$ cat config.mk
export PLATFORM = sky130hd
export DESIGN_NAME = pm_regs
export DESIGN_NICKNAME = d
export VERILOG_FILES = /design/src/verilog/pm_regs_pkg.sv /design/src/verilog/pm_channel.sv /design/src/verilog/pm_regs.sv
export SDC_FILE = /design/constraint.sdc
export NUM_CORES = 1
export LEC_CHECK = 0
export BUFFER_PORTS_ARGS = -buffer_cell sky130_fd_sc_hd__buf_2
export CORE_MARGIN = 5
export CORE_UTILIZATION = 40
export DETAILED_ROUTE_END_ITERATION = 10
export PLACE_DENSITY = 0.62
export SYNTH_ARGS = -nofsm -noshare
export SYNTH_HDL_FRONTEND = slang
export SYNTH_SLANG_ARGS = --single-unit
$ cat constraint.sdc
create_clock -name clk -period 2.1 [get_ports clk]
set_input_delay 0.42 -clock clk [delete_from_list [all_inputs] [get_ports clk]]
set_output_delay 0.42 -clock clk [all_outputs]
set_load 0.1 [all_outputs]
$ cat src/verilog/pm_regs_pkg.sv
// Purpose: Constants for the power-management command register bank.
// Assumes: One clock, asynchronous active-low reset, byte-wide commands.
// Notes on behaviour
// - Select bit 7 all, bit 0 index.
// - Select pattern 10 is discarded, no change.
// - Both selected: reads return channel one.
// - Writes to read-only bits are discarded.
// - Operation mode held until command or pin.
// - Operation bit 7 enables; zero holds gates low when config bits 4 and 3 are set.
// - Margin field decodes off, low, high codes.
// - Channel 0 margin selects low or high target setting.
// - Config per channel with stated defaults.
// - Config bit 4 zero: start when powered.
// - Config bit 3 selects obeying enable bit.
// - Config bit 2 selects requiring control pin.
// - Polarity bit effective only after power cycle.
// - Config bit 0 reads fixed zero.
// - Clear faults clears page status, releases alert.
// - Clear faults never restarts latched-off channel.
// - Persisting fault sets bit again, alerts again.
// - Reads always succeed despite write guard.
// - Guard bit 5: only guard, select, operation, config.
// - Guard bit 6: only guard, select, operation.
// - Guard bit 7: only the guard itself.
// - Several guard bits: alert and communication fault.
// - Clear faults keeps unit-is-off indication.
`default_nettype none

package pm_regs_pkg;
  localparam logic [7:0] CMD_CHANNEL_SELECT = 8'h00;
  localparam logic [7:0] CMD_OUTPUT_COMMAND = 8'h01;
  localparam logic [7:0] CMD_ON_OFF_CONFIG = 8'h02;
  localparam logic [7:0] CMD_CLEAR_FAULTS = 8'h03;
  localparam logic [7:0] CMD_WRITE_GUARD = 8'h10;
  localparam int SEL_ALL_BIT = 7;
  localparam int SEL_IDX_BIT = 0;
  localparam int OP_ON_BIT = 7;
  localparam int OP_MARGIN_HI = 5;
  localparam int OP_MARGIN_LO = 2;
  localparam logic [7:0] OP_WRITE_MASK = 8'hbc;
  localparam int CFG_PU_BIT = 4;
  localparam int CFG_CMD_BIT = 3;
  localparam int CFG_CPR_BIT = 2;
  localparam int CFG_POL_BIT = 1;
  localparam logic [7:0] CFG_WRITE_MASK = 8'h1e;
  localparam logic [7:0] CFG_RESET = 8'h16;
  localparam logic [7:0] OP_RESET = 8'h00;
  localparam logic [7:0] SEL_RESET = 8'h00;
  localparam logic [7:0] GUARD_RESET = 8'h00;
  localparam logic [7:0] GUARD_WRITE_MASK = 8'he0;
  localparam int GUARD_CFG_BIT = 5;
  localparam int GUARD_OP_BIT = 6;
  localparam int GUARD_ALL_BIT = 7;
  localparam logic [3:0] MARGIN_LOW_IGN = 4'h5;
  localparam logic [3:0] MARGIN_LOW_ACT = 4'h6;
  localparam logic [3:0] MARGIN_HIGH_IGN = 4'h9;
  localparam logic [3:0] MARGIN_HIGH_ACT = 4'ha;
  typedef enum logic [1:0] {
    MARGIN_OFF = 2'h0,
    MARGIN_LOW = 2'h1,
    MARGIN_HIGH = 2'h2
  } margin_e;
endpackage : pm_regs_pkg

`default_nettype wire

$ cat src/verilog/pm_channel.sv
// Purpose: Per-channel start decision, margin decode and fault latch.
// Assumes: Pin level is already synchronised; status is a fault vector.
// Notes: Polarity is captured once after reset and held until power cycles.
`default_nettype none

module pm_channel
  import pm_regs_pkg::*;
(
  // Clock and reset
  input wire logic clk,
  input wire logic rstn,
  // Control
  input wire logic [7:0] op,
  input wire logic [7:0] cfg,
  input wire logic pin_sync,
  input wire logic [7:0] fault_in,
  input wire logic clear,
  // Results
  output logic run,
  output logic [1:0] margin_sel,
  output logic act_on_fault,
  output logic [7:0] status,
  output logic new_fault
);
  typedef struct packed {
    logic pol_taken;
    logic pol;
    logic latched_off;
    logic [7:0] status;
    logic [7:0] fault_d;
    logic run;
  } ch_s;
  ch_s st_r, st_nxt;
  logic pin_on;
  logic want;
  logic [3:0] mfield;

  always_comb begin
    st_nxt = st_r;
    mfield = op[OP_MARGIN_HI:OP_MARGIN_LO];
    margin_sel = MARGIN_OFF;
    act_on_fault = 1'b0;
    // Only the two codes of each pair are legal; anything else is off.
    case (mfield)
      MARGIN_LOW_IGN: margin_sel = MARGIN_LOW;
      MARGIN_LOW_ACT: begin
        margin_sel = MARGIN_LOW;
        act_on_fault = 1'b1;
      end
      MARGIN_HIGH_IGN: margin_sel = MARGIN_HIGH;
      MARGIN_HIGH_ACT: begin
        margin_sel = MARGIN_HIGH;
        act_on_fault = 1'b1;
      end
      default: margin_sel = MARGIN_OFF;
    endcase
    if (!st_r.pol_taken) begin
      st_nxt.pol_taken = 1'b1;
      st_nxt.pol = cfg[CFG_POL_BIT];
    end
    // Until polarity is captured the pin counts as off, so no start glitch.
    pin_on = st_r.pol_taken && (st_r.pol ? pin_sync : !pin_sync);
    if (!cfg[CFG_PU_BIT]) begin
      want = 1'b1;
    end else begin
      want = (!cfg[CFG_CMD_BIT] || op[OP_ON_BIT])
        && (!cfg[CFG_CPR_BIT] || pin_on);
    end
    st_nxt.fault_d = fault_in;
    // Set wins over clear so a lasting fault reappears at once.
    st_nxt.status = (clear ? 8'h00 : st_r.status) | fault_in;
    if (act_on_fault && |fault_in) begin
      st_nxt.latched_off = 1'b1;
    end
    if (!want) begin
      st_nxt.latched_off = 1'b0;
    end
    st_nxt.run = want && !st_nxt.latched_off;
  end

  always_ff @(posedge clk or negedge rstn) begin
    if (!rstn) begin
      st_r <= '0;
    end else begin
      st_r <= st_nxt;
    end
  end

  assign run = st_r.run;
  assign status = st_r.status;
  // A clear drops the sticky bits, so a lasting fault counts as new again.
  assign new_fault = |(fault_in & (clear ? 8'hff : ~st_r.status));
endmodule : pm_channel

`default_nettype wire

$ cat src/verilog/pm_regs.sv
// Purpose: Command register bank with paging, on/off control, guard.
// Assumes: A bus front end presents decoded command writes and reads.
// Notes: Unit-is-off lives outside the cleared status vectors.
`default_nettype none

module pm_regs
  import pm_regs_pkg::*;
(
  // Clock and reset
  input wire logic clk,
  input wire logic rstn,
  // Command port from the bus front end
  input wire logic cmd_valid,
  input wire logic cmd_write,
  input wire logic [7:0] cmd_code,
  input wire logic [7:0] cmd_data,
  output logic [7:0] rd_data,
  output logic cmd_rejected,
  // Channel pins and faults
  input wire logic [1:0] channel_control_pin,
  input wire logic [15:0] fault_in,
  // Outputs to the power stage and margin setting inputs
  output logic [1:0] gate_enable,
  output logic [3:0] margin_sel,
  output logic [7:0] margin_target,
  input wire logic [7:0] margin_low_setting,
  input wire logic [7:0] margin_high_setting,
  output logic [1:0] unit_off,
  output logic [15:0] status,
  output logic comm_fault,
  output logic alert_n
);
  typedef struct packed {
    logic [7:0] sel;
    logic [1:0][7:0] op;
    logic [1:0][7:0] cfg;
    logic [7:0] guard;
    logic comm_fault;
    logic alert;
    logic [7:0] rd;
    logic rejected;
    logic [1:0] pin_a;
    logic [1:0] pin_b;
    logic [7:0] target;
  } regs_s;
  regs_s st_r, st_nxt;
  logic [1:0] run;
  logic [1:0] act;
  logic [1:0] clr;
  logic [1:0] nf;
  logic [1:0][1:0] msel;
  logic [1:0][7:0] stat;
  logic [1:0] tgt;
  logic allowed;
  logic wr;
  logic [7:0] gbits;

  genvar g;
  generate
    for (g = 0; g < 2; g++) begin : gen_ch
      pm_channel u_ch (
        .clk(clk),
        .rstn(rstn),
        .op(st_r.op[g]),
        .cfg(st_r.cfg[g]),
        .pin_sync(st_r.pin_b[g]),
        .fault_in(fault_in[g*8 +: 8]),
        .clear(clr[g]),
        .run(run[g]),
        .margin_sel(msel[g]),
        .act_on_fault(act[g]),
        .status(stat[g]),
        .new_fault(nf[g])
      );
      assign tgt[g] = st_r.sel[SEL_ALL_BIT] || st_r.sel[SEL_IDX_BIT] == g;
    end
  endgenerate

  always_comb begin
    st_nxt = st_r;
    st_nxt.pin_a = channel_control_pin;
    st_nxt.pin_b = st_r.pin_a;
    st_nxt.rejected = 1'b0;
    wr = cmd_valid && cmd_write;
    clr = 2'b00;
    gbits = cmd_data & GUARD_WRITE_MASK;
    // Guard decides per command; the guard command itself always passes.
    if (cmd_code == CMD_WRITE_GUARD) begin
      allowed = 1'b1;
    end else if (st_r.guard[GUARD_ALL_BIT]) begin
      allowed = 1'b0;
    end else if (st_r.guard[GUARD_OP_BIT]) begin
      allowed = cmd_code == CMD_CHANNEL_SELECT
        || cmd_code == CMD_OUTPUT_COMMAND;
    end else if (st_r.guard[GUARD_CFG_BIT]) begin
      allowed = cmd_code == CMD_CHANNEL_SELECT
        || cmd_code == CMD_OUTPUT_COMMAND
        || cmd_code == CMD_ON_OFF_CONFIG;
    end else begin
      allowed = 1'b1;
    end
    if (wr && !allowed) begin
      st_nxt.rejected = 1'b1;
    end else if (wr) begin
      if (cmd_code == CMD_CHANNEL_SELECT) begin
        if (!(cmd_data[SEL_ALL_BIT] && !cmd_data[SEL_IDX_BIT])) begin
          st_nxt.sel = 8'h00;
          st_nxt.sel[SEL_ALL_BIT] = cmd_data[SEL_ALL_BIT];
          st_nxt.sel[SEL_IDX_BIT] = cmd_data[SEL_IDX_BIT];
        end else begin
          st_nxt.rejected = 1'b1;
        end
      end else if (cmd_code == CMD_OUTPUT_COMMAND) begin
        for (int i = 0; i < 2; i++) begin
          if (tgt[i]) begin
            st_nxt.op[i] = cmd_data & OP_WRITE_MASK;
          end
        end
      end else if (cmd_code == CMD_ON_OFF_CONFIG) begin
        for (int i = 0; i < 2; i++) begin
          if (tgt[i]) begin
            st_nxt.cfg[i] = cmd_data & CFG_WRITE_MASK;
          end
        end
      end else if (cmd_code == CMD_CLEAR_FAULTS) begin
        clr = tgt;
        st_nxt.alert = 1'b0;
        st_nxt.comm_fault = 1'b0;
      end else if (cmd_code == CMD_WRITE_GUARD) begin
        if ((gbits & (gbits - 8'h01)) != 8'h00) begin
          st_nxt.comm_fault = 1'b1;
          st_nxt.alert = 1'b1;
          st_nxt.rejected = 1'b1;
        end else begin
          st_nxt.guard = gbits;
        end
      end else begin
        st_nxt.rejected = 1'b1;
      end
    end
    // A new fault in the same cycle as a clear still raises the alert.
    if (|nf) begin
      st_nxt.alert = 1'b1;
    end
    if (cmd_valid && !cmd_write) begin
      // Reads ignore the guard; both selected reads channel one.
      if (cmd_code == CMD_CHANNEL_SELECT) begin
        st_nxt.rd = st_r.sel;
      end else if (cmd_code == CMD_OUTPUT_COMMAND) begin
        st_nxt.rd = st_r.op[st_r.sel[SEL_ALL_BIT] ? 1'b0 :
          st_r.sel[SEL_IDX_BIT]];
      end else if (cmd_code == CMD_ON_OFF_CONFIG) begin
        st_nxt.rd = st_r.cfg[st_r.sel[SEL_ALL_BIT] ? 1'b0 :
          st_r.sel[SEL_IDX_BIT]];
      end else if (cmd_code == CMD_WRITE_GUARD) begin
        st_nxt.rd = st_r.guard;
      end else begin
        st_nxt.rd = 8'h00;
      end
    end
    st_nxt.target = margin_sel[1:0] == MARGIN_LOW ? margin_low_setting
      : margin_sel[1:0] == MARGIN_HIGH ? margin_high_setting
      : 8'h00;
  end

  always_ff @(posedge clk or negedge rstn) begin
    if (!rstn) begin
      st_r <= '0;
      st_r.sel <= SEL_RESET;
      st_r.op <= {OP_RESET, OP_RESET};
      st_r.cfg <= {CFG_RESET, CFG_RESET};
      st_r.guard <= GUARD_RESET;
    end else begin
      st_r <= st_nxt;
    end
  end

  assign gate_enable = run;
  assign unit_off = ~run;
  assign margin_sel = {msel[1], msel[0]};
  assign margin_target = st_r.target;
  assign status = {stat[1], stat[0]};
  assign rd_data = st_r.rd;
  assign cmd_rejected = st_r.rejected;
  assign comm_fault = st_r.comm_fault;
  assign alert_n = !st_r.alert;
endmodule : pm_regs

`default_nettype wire

# Word-level counts from Yosys, hierarchy flattened
# Cells that the tools add are included.
dict set report classes {
  n_addsub 1
  n_lt_le_gt_ge 1
  eq_ne 18
  mux 55
  n_bitwise 16
  reduce_logical 56
}
# operator count
set op_table {}
lappend op_table {{$mux 8} 13}
lappend op_table {{$mux 1} 30}
lappend op_table {{$and 8x8->8} 3}
lappend op_table {{$mux 2} 9}
lappend op_table {{$eq 4x3->1 const B} 4}
lappend op_table {{$eq 4x4->1 const B} 4}
lappend op_table {{$eq 8x2->1 const B} 2}
lappend op_table {{$not 8->8} 2}
lappend op_table {{$or 8x8->8} 2}
lappend op_table {{$reduce_or 16->1} 1}
lappend op_table {{$reduce_or 8->1} 2}
lappend op_table {{$reduce_and 7->1} 2}
lappend op_table {{$logic_and 1x1->1} 12}
lappend op_table {{$logic_not 1->1} 12}
lappend op_table {{$reduce_and 6->1} 2}
lappend op_table {{$reduce_or 2->1} 6}
lappend op_table {{$reduce_and 5->1} 2}
lappend op_table {{$eq 8x1->1 const B} 1}
lappend op_table {{$eq 8x5->1 const B} 1}
lappend op_table {{$logic_not 8->1} 1}
lappend op_table {{$logic_or 1x1->1} 8}
lappend op_table {{$ne 2x1->1 const B} 4}
lappend op_table {{$not 1->1} 8}
lappend op_table {{$pmux 2 s2} 2}
lappend op_table {{11 further kinds} 14}
dict set report word_totals {
  register_bits 70
  word_cells 170
}

# Longest topological paths before layout
# Gate-level depths: netlist of run 1.
dict set report logic_depth {
  depth_word 15
  mapped_depth 8
  ltp_nobuf 6
}

# Cells and area by module
# Synthesis of run 1 repeated with hierarchy kept, for this count alone.
dict set report hier_totals {
  cells_unflattened 312
  hier_area_um2 3494.6
}
# mod n_inst cells_each area_per_inst_um2 seq_area_each_um2
set modules_own_cells {}
lappend modules_own_cells {pm_regs 1 190 2225.9 1158.6}
lappend modules_own_cells {pm_channel 2 61 634.4 300.3}

# Worst setup path before layout of run 1
# OpenSTA, ideal clock, no wires.
dict set report synth_timing {
  path_kind {flip-flop to output port}
  startpoint {register st_r[58] (netlist name)}
  endpoint {output port margin_sel[2]}
  t_arrival_ns 2.737
  required_time_ns 1.680
  path_slack_ns -1.057
  path_stages_with_launch 3
  path_buffers 0
  cell_sequence {dfrtp_1 > xnor2_1 > nor3b_1}
}
dict set report synth_via {
  elab_chain_cells 3
  word_cells_on_any_way 7
  classes_between {eq/ne (4); mux (1); reduce/logical (2)}
}
# item line
set synth_lines {}
lappend synth_lines {{$eq 4x4->1 / $eq 4x3->1 (equally long branches)} pm_channel.sv:44} ;# case (mfield)
lappend synth_lines {{$reduce_or 2->1 (no line)} n/a}
lappend synth_lines {{$pmux 2 s2 *} pm_channel.sv:44}
lappend synth_lines {{to (decl)} pm_regs.sv:24} ;# output logic [3:0] margin_sel,
# Mark *: on every way between the ends. The rest lies on a longest branch, timed or not.

# Worst setup path after layout of run 1
dict set report layout_timing {
  startpoint {register st_r[58] (netlist name)}
  endpoint {output port margin_sel[2]}
}
dict set report layout_via {
  elab_chain_cells 3
  word_cells_on_any_way 7
  classes_between {eq/ne (4); mux (1); reduce/logical (2)}
}
# item line
set layout_lines {}
lappend layout_lines {{$eq 4x4->1 / $eq 4x3->1 (equally long branches)} pm_channel.sv:44}
lappend layout_lines {{$reduce_or 2->1 (no line)} n/a}
lappend layout_lines {{$pmux 2 s2 *} pm_channel.sv:44}
# Marked as above.

==> run summary, run 1 <==
Critical Path Start Type: flip-flop
GRT overflow: 0
Final setup violation count: 0
DRC Markers: 0
Post-CTS Setup Bufs: 0
Critical-path maximum fanout: 4
Clock Tree Buf Depth: 2
TritonCTS clock tree: done
Outcome: complete, no violations
Vias in the first global route: 2548
First-pass GRT wire length: 12300 um
Share of layout cells above drive strength 1: 39.9%
Pins Over Slew Limit: 0
Worst Setup Path Type: reg2out
Worst EP required: 1.68 ns
Arr. time, crit path: 1.49 ns
Final nets: 455
Wl on met1: 3570 um
Area grow syn2layout: 22.3%
Hold Slack: 0.0846 ns
Met3 wire length: 607 um
Worst-skew pair later-pin latency: 0.34 ns
# fillers: 782
Clock group share of total power: 44.3%
Relative slew slack: 66.1%
Main synth FF type: dfrtp_1
Static leakage: 0.00208 uW
Internal: 2320 uW
Post-synthesis instance area: 3400 um2
Syn Nets: 375
Die area: 10400 um2
YS warnings: 0
Initial antenna violation count: 0
Vias: 2518
Dpl ws: -0.0290 ns
Final hold viol count: 0
Avg WL per Cell: 15.0 um
Layout Utilization: 50.4%
Cell variety after synth: 47
Switching portion of total power: 24.6%
Path depth of the worst reg2reg path: 5
Hold Path Class: in2async
Via density per instance: 4.93
Cts bufs inserted: 9
Yosys reg bits: 69
Async SR Flop Fraction: 100%
Placed instance area: 3900 um2
CTS Hold Bufs: 0
Detailed placer's ending HPWL: 5950 um
Clk root buf: clkbuf_8
Net Switching: 757 uW
Final min period: 1.91 ns
Register area share after synthesis: 51.0%
Core area: 8260 um2
Rows: 33
Cells after Synth: 321
Worst Max-Slew Pin Slew: 0.512 ns
Worst setup margin: 0.187 ns
Routed Antenna Nets: 0
Max Used Layer: met4
Most frequent cells in the layout: 92 x buf_2, 63 x dfrtp_1, 43 x nand2_1
Largest net degree at the start of global routing: 70
Antenna cells: 0
Fmax achieved: 523 MHz
Die X: 102 um
Maxcap violations: 0
Cell Pwr Density: 739 nW/um2
CP Capture Type: output port
Initial Utilization: 41.2%
Clock H-tree levels: 3
Met2 Wirelength: 3360 um
GRT Total Usage: 15.4%
Maximum VDD drop: 0.478 mV
DR iter-0 viols: 79
Syn avg cell area: 10.6 um2
Die H: 102 um
TritonRoute pass-1 iters: 4
Final Cycle Share: 91.1%
Number of synthesized flops with an enable pin: 0
Placer congestion estimate: 0.848
RSZ-0062 raised after global routing: no
PortBufs: 96
Routed wire length: 7650 um
Commonest non-fill, non-tap cell in the layout: buf_2
Finished Cell Area: 4160 um2
Clk sinks: 69
Comb pwr share: 10.7%
Seq pwr share: 45.0%
IO Pins: 97
Clk_skew: 0.00637 ns
Register clock-pin slew on the reported worst setup and hold paths: 0.08 ns
-- final timing paths --
check	startpoint	to	slack [ns]
max	st_r[58]	margin_sel[2]	0.19
max reg2reg	st_r[30]	st_r[59]	0.24
max in group asynchronous	rstn	st_r[41]	1.68
min	rstn	gen_ch[0].u_ch.status[0]	0.08
min in group clk	channel_control_pin[1]	st_nxt[9]	0.18
min reg2reg	st_nxt[8]	st_r[8]	0.35
-- flip-flops by register name (all words and copies together) (netlist names) --
name                count
st_r                   26
gen_ch.u_ch.status     16
margin_target           8
rd_data                 8
gen_ch.u_ch.st_r        5
gen_ch.u_ch.run         2
st_nxt                  2
cmd_rejected            1
comm_fault              1
-- power groups by stage --
stage,clock network (uW),registers [uW],logic [uW]
detailed placement,0,1410,333
global placement,0,1410,331
floorplan,0,1420,204
finish,1360,1380,329
CTS,1400,1380,334
global route,1460,1390,359
-- kinds of logic after synthesis --
family                     Yosys count  share of synthesized area (%)
AOI/OAI and AO/OA                   57                           11.9
other                                1                          0.110
and+or+nand+nor                     94                           15.0
xor gates and xnor gates             6                           1.54
muxes                               28                           9.05
adders and majority gates            1                          0.294
DFF                                 69                           51.0
buffers and inverters               65                           11.1
-- repair_timing --
action / in CTS / in global routing
hold endpoints to repair: 0 / 0
resized for setup: 0 / 2
endpoints found under the setup margin: 0 / 2
-- through the flow --
step,std cells,power [uW],setup TNS (ns)
5_1_grt,511,3210,0
3_5_place_dp,495,1740,-0.0866
4_1_cts,511,3120,0
6_report,511,3070,0
3_3_place_gp,495,1740,0
2_1_floorplan,321,1620,-0.122
-- cell type report --
type	count	area (um2)	share of cell area [%]
flip-flops and latches	69	1730	41.7
multi-input cells	187	1320	31.7
repair buffers	109	626	15.0
clock buffers	11	151	3.64
well taps	105	131	3.16
clock inverters	5	106	2.56
inverters	25	93.8	2.26
-- routing by layer --
layer | GRT usage, % | vias up
li1 | - | 1239
met1 | 21.6 | 1190
met2 | 22.9 | 81
met3 | 3.55 | 8
met4 | 6.36 | 0
met5 | 0 | -
-- cell usage after synthesis (6+ instances only) --
master / n / area, um2
a21oi_1: 12 / 60.1
a22o_1: 10 / 87.6
buf_4: 35 / 263
dfrtp_1: 63 / 1580
dfstp_2: 6 / 158
inv_1: 25 / 93.8
mux2_2: 22 / 248
mux2i_1: 6 / 60.1
nand2_1: 43 / 161
nor2_1: 12 / 45.0
nor3b_1: 6 / 45.0
o21ai_0: 6 / 30.0
-- worst max-delay path: stages (launching register included) --
cell,delay (ns)
dfrtp_1,0.42
xnor2_1,0.20
nor3b_2,0.18
clkbuf_4,0.36
No activity file was read; power rests on OpenSTA's default activity.
==> inputs of run 2 (changes only) <==
- BUFFER_PORTS_ARGS: -buffer_cell sky130_fd_sc_hd__buf_2 -> -buffer_cell sky130_fd_sc_hd__clkbuf_2
- CTS_CLUSTER_DIAMETER: not set -> 80
==> run 2 against run 1 <==
  * Sequential share of layout area increased by 0.26 points
  * Routed wire length is 0.88% higher
  * Critical path depth unchanged
  * Hold slack worse by 0.0074 ns
  * Final area fell by 0.63%
  * Clock skew is 0.0030 ns higher
  * Maximum frequency is 1.6% higher
  * Combinational power barely moved
  * Die area is the same
  * Register-to-register slack improved by 0.03 ns
  * Sequential power about the same
  * Cell count shrank 0.20%
==> run summary, run 2 (synthesized netlist as in run 1, its figures left out) <==
FF/Latch Area: 1730 um2
Placer congestion estimate: 0.834
Clk sinks: 69
Final nets: 454
Critical-path maximum fanout: 4
Initial Utilization: 41.2%
Antenna cells: 0
Slowest cell delay on critical path: 0.42 ns
Die area: 10400 um2
Vias in the first global route: 2563
DR iter-0 viols: 56
Layout Utilization: 50.1%
Crit path cell chain: xnor2_1 -> nor3b_2 -> buf_4
Comb pwr share: 11.0%
Critical Path Start Type: flip-flop
Final setup violation count: 0
Worst setup margin: 0.218 ns
RSZ-0062 raised after global routing: no
Worst EP required: 1.68 ns
Worst-skew pair later-pin latency: 0.35 ns
Internal: 2250 uW
Worst Max-Slew Pin Slew: 0.555 ns
Hold Path Class: in2async
IO Pins: 97
Area of the multi-input gates: 1320 um2
Avg WL per Cell: 15.1 um
Arr. time, crit path: 1.46 ns
Seq pwr share: 46.0%
TritonCTS clock tree: done
Cell Pwr Density: 728 nW/um2
Static leakage: 0.00209 uW
CTS Hold Bufs: 0
Routed Antenna Nets: 0
Cts bufs inserted: 9
Die H: 102 um
Total power: 3010 uW
Largest register FFs: 26
Outcome: complete, no violations
Met3 wire length: 651 um
PortBufs: 96
Routed wire length: 7710 um
# fillers: 790
TritonRoute pass-1 iters: 4
GRT overflow: 0
CP Capture Type: output port
Final min period: 1.88 ns
Final hold viol count: 0
Fmax achieved: 531 MHz
Clock H-tree levels: 3
Worst path slowest cell: dfrtp_1
Post-CTS Setup Bufs: 0
Reg with most FFs: st_r
Wl on met1: 3480 um
Register clock-pin slew on the reported worst setup and hold paths: 0.08 ns
Relative slew slack: 63.1%
Die X: 102 um
Commonest non-fill, non-tap cell in the layout: clkbuf_2
DRC Markers: 0
Share of layout cells above drive strength 1: 39.5%
Setup Total Neg Slack: 0 ns
Pins Over Slew Limit: 0
Rows: 33
First-pass GRT wire length: 12400 um
Placed instance area: 3890 um2
Final Cycle Share: 89.6%
Maxcap violations: 0
Met2 Wirelength: 3430 um
Delay-heaviest family, CP: flip-flops
Finished Cell Area: 4130 um2
Clock group share of total power: 43.0%
Switching portion of total power: 25.2%
Buf/Inv on CP: 1
Largest net degree at the start of global routing: 70
Clk root buf: clkbuf_8
Net Switching: 760 uW
Initial antenna violation count: 0
Area grow syn2layout: 21.5%
Most frequent cells in the layout: 91 x clkbuf_2, 63 x dfrtp_1, 43 x nand2_1
Clock Tree Buf Depth: 2
Vias: 2547
Post-CTS Resized: 0
Detailed placer's ending HPWL: 5930 um
Dpl ws: 0.0121 ns
Worst Setup Path Type: reg2out
Maximum VDD drop: 0.454 mV
Via density per instance: 4.99
Max Used Layer: met4
GRT Total Usage: 15.6%
Core area: 8260 um2
Clk_skew: 0.00934 ns
-- run 2: final timing paths --
check / depth (start not counted) / from / slack (ns) / end
hold / removal: 2 / rstn / 0.08 / gen_ch[0].u_ch.status[2]
setup reg to reg: 5 / st_r[30] / 0.27 / st_r[59]
max in group asynchronous: 2 / rstn / 1.69 / st_r[32]
setup / recovery: 3 / st_r[58] / 0.22 / margin_sel[2]
min in group clk: 1 / channel_control_pin[1] / 0.17 / st_nxt[9]
hold reg to reg: 0 / st_nxt[8] / 0.35 / st_r[8]
-- run 2: layer usage --
metal  global-route usage (%)  up-vias
met5                        0        -
met1                     20.7     1204
met3                     4.51       11
li1                         -     1235
met4                     6.96        0
met2                     23.8       97
-- run 2: worst reg2reg max path, stage by stage, from the launching register on --
cell and delay, ns:
dfrtp_1 0.43, mux2_2 0.28, o2bb2ai_1 0.20, and2_4 0.21
and3_1 0.25, mux2_2 0.36
-- run 2: area by class of cell --
type / instances / share of cell area [%]
inverter: 25 / 2.27
tap: 105 / 3.18
sequential: 69 / 41.9
multi-input combinational: 187 / 31.9
clock buffer: 10 / 3.09
timing repair buffer: 108 / 15.0
clock inverter: 6 / 2.69
-- run 2: through the flow --
step                instances  hold slack (ns)
global placement          494            0.334
detailed placement        494            0.336
finish                    510           0.0771
floorplan                 321            0.124
CTS                       510           0.0896
global route              510           0.0977
-- run 2: power groups by stage --
stage | Clock, uW | Combinational [uW] | Sequential (uW)
final | 1290 | 330 | 1390
after global routing | 1380 | 358 | 1390
after CTS | 1340 | 335 | 1390
after detailed placement | 0 | 333 | 1410
after global placement | 0 | 332 | 1410
after floorplan | 0 | 204 | 1420
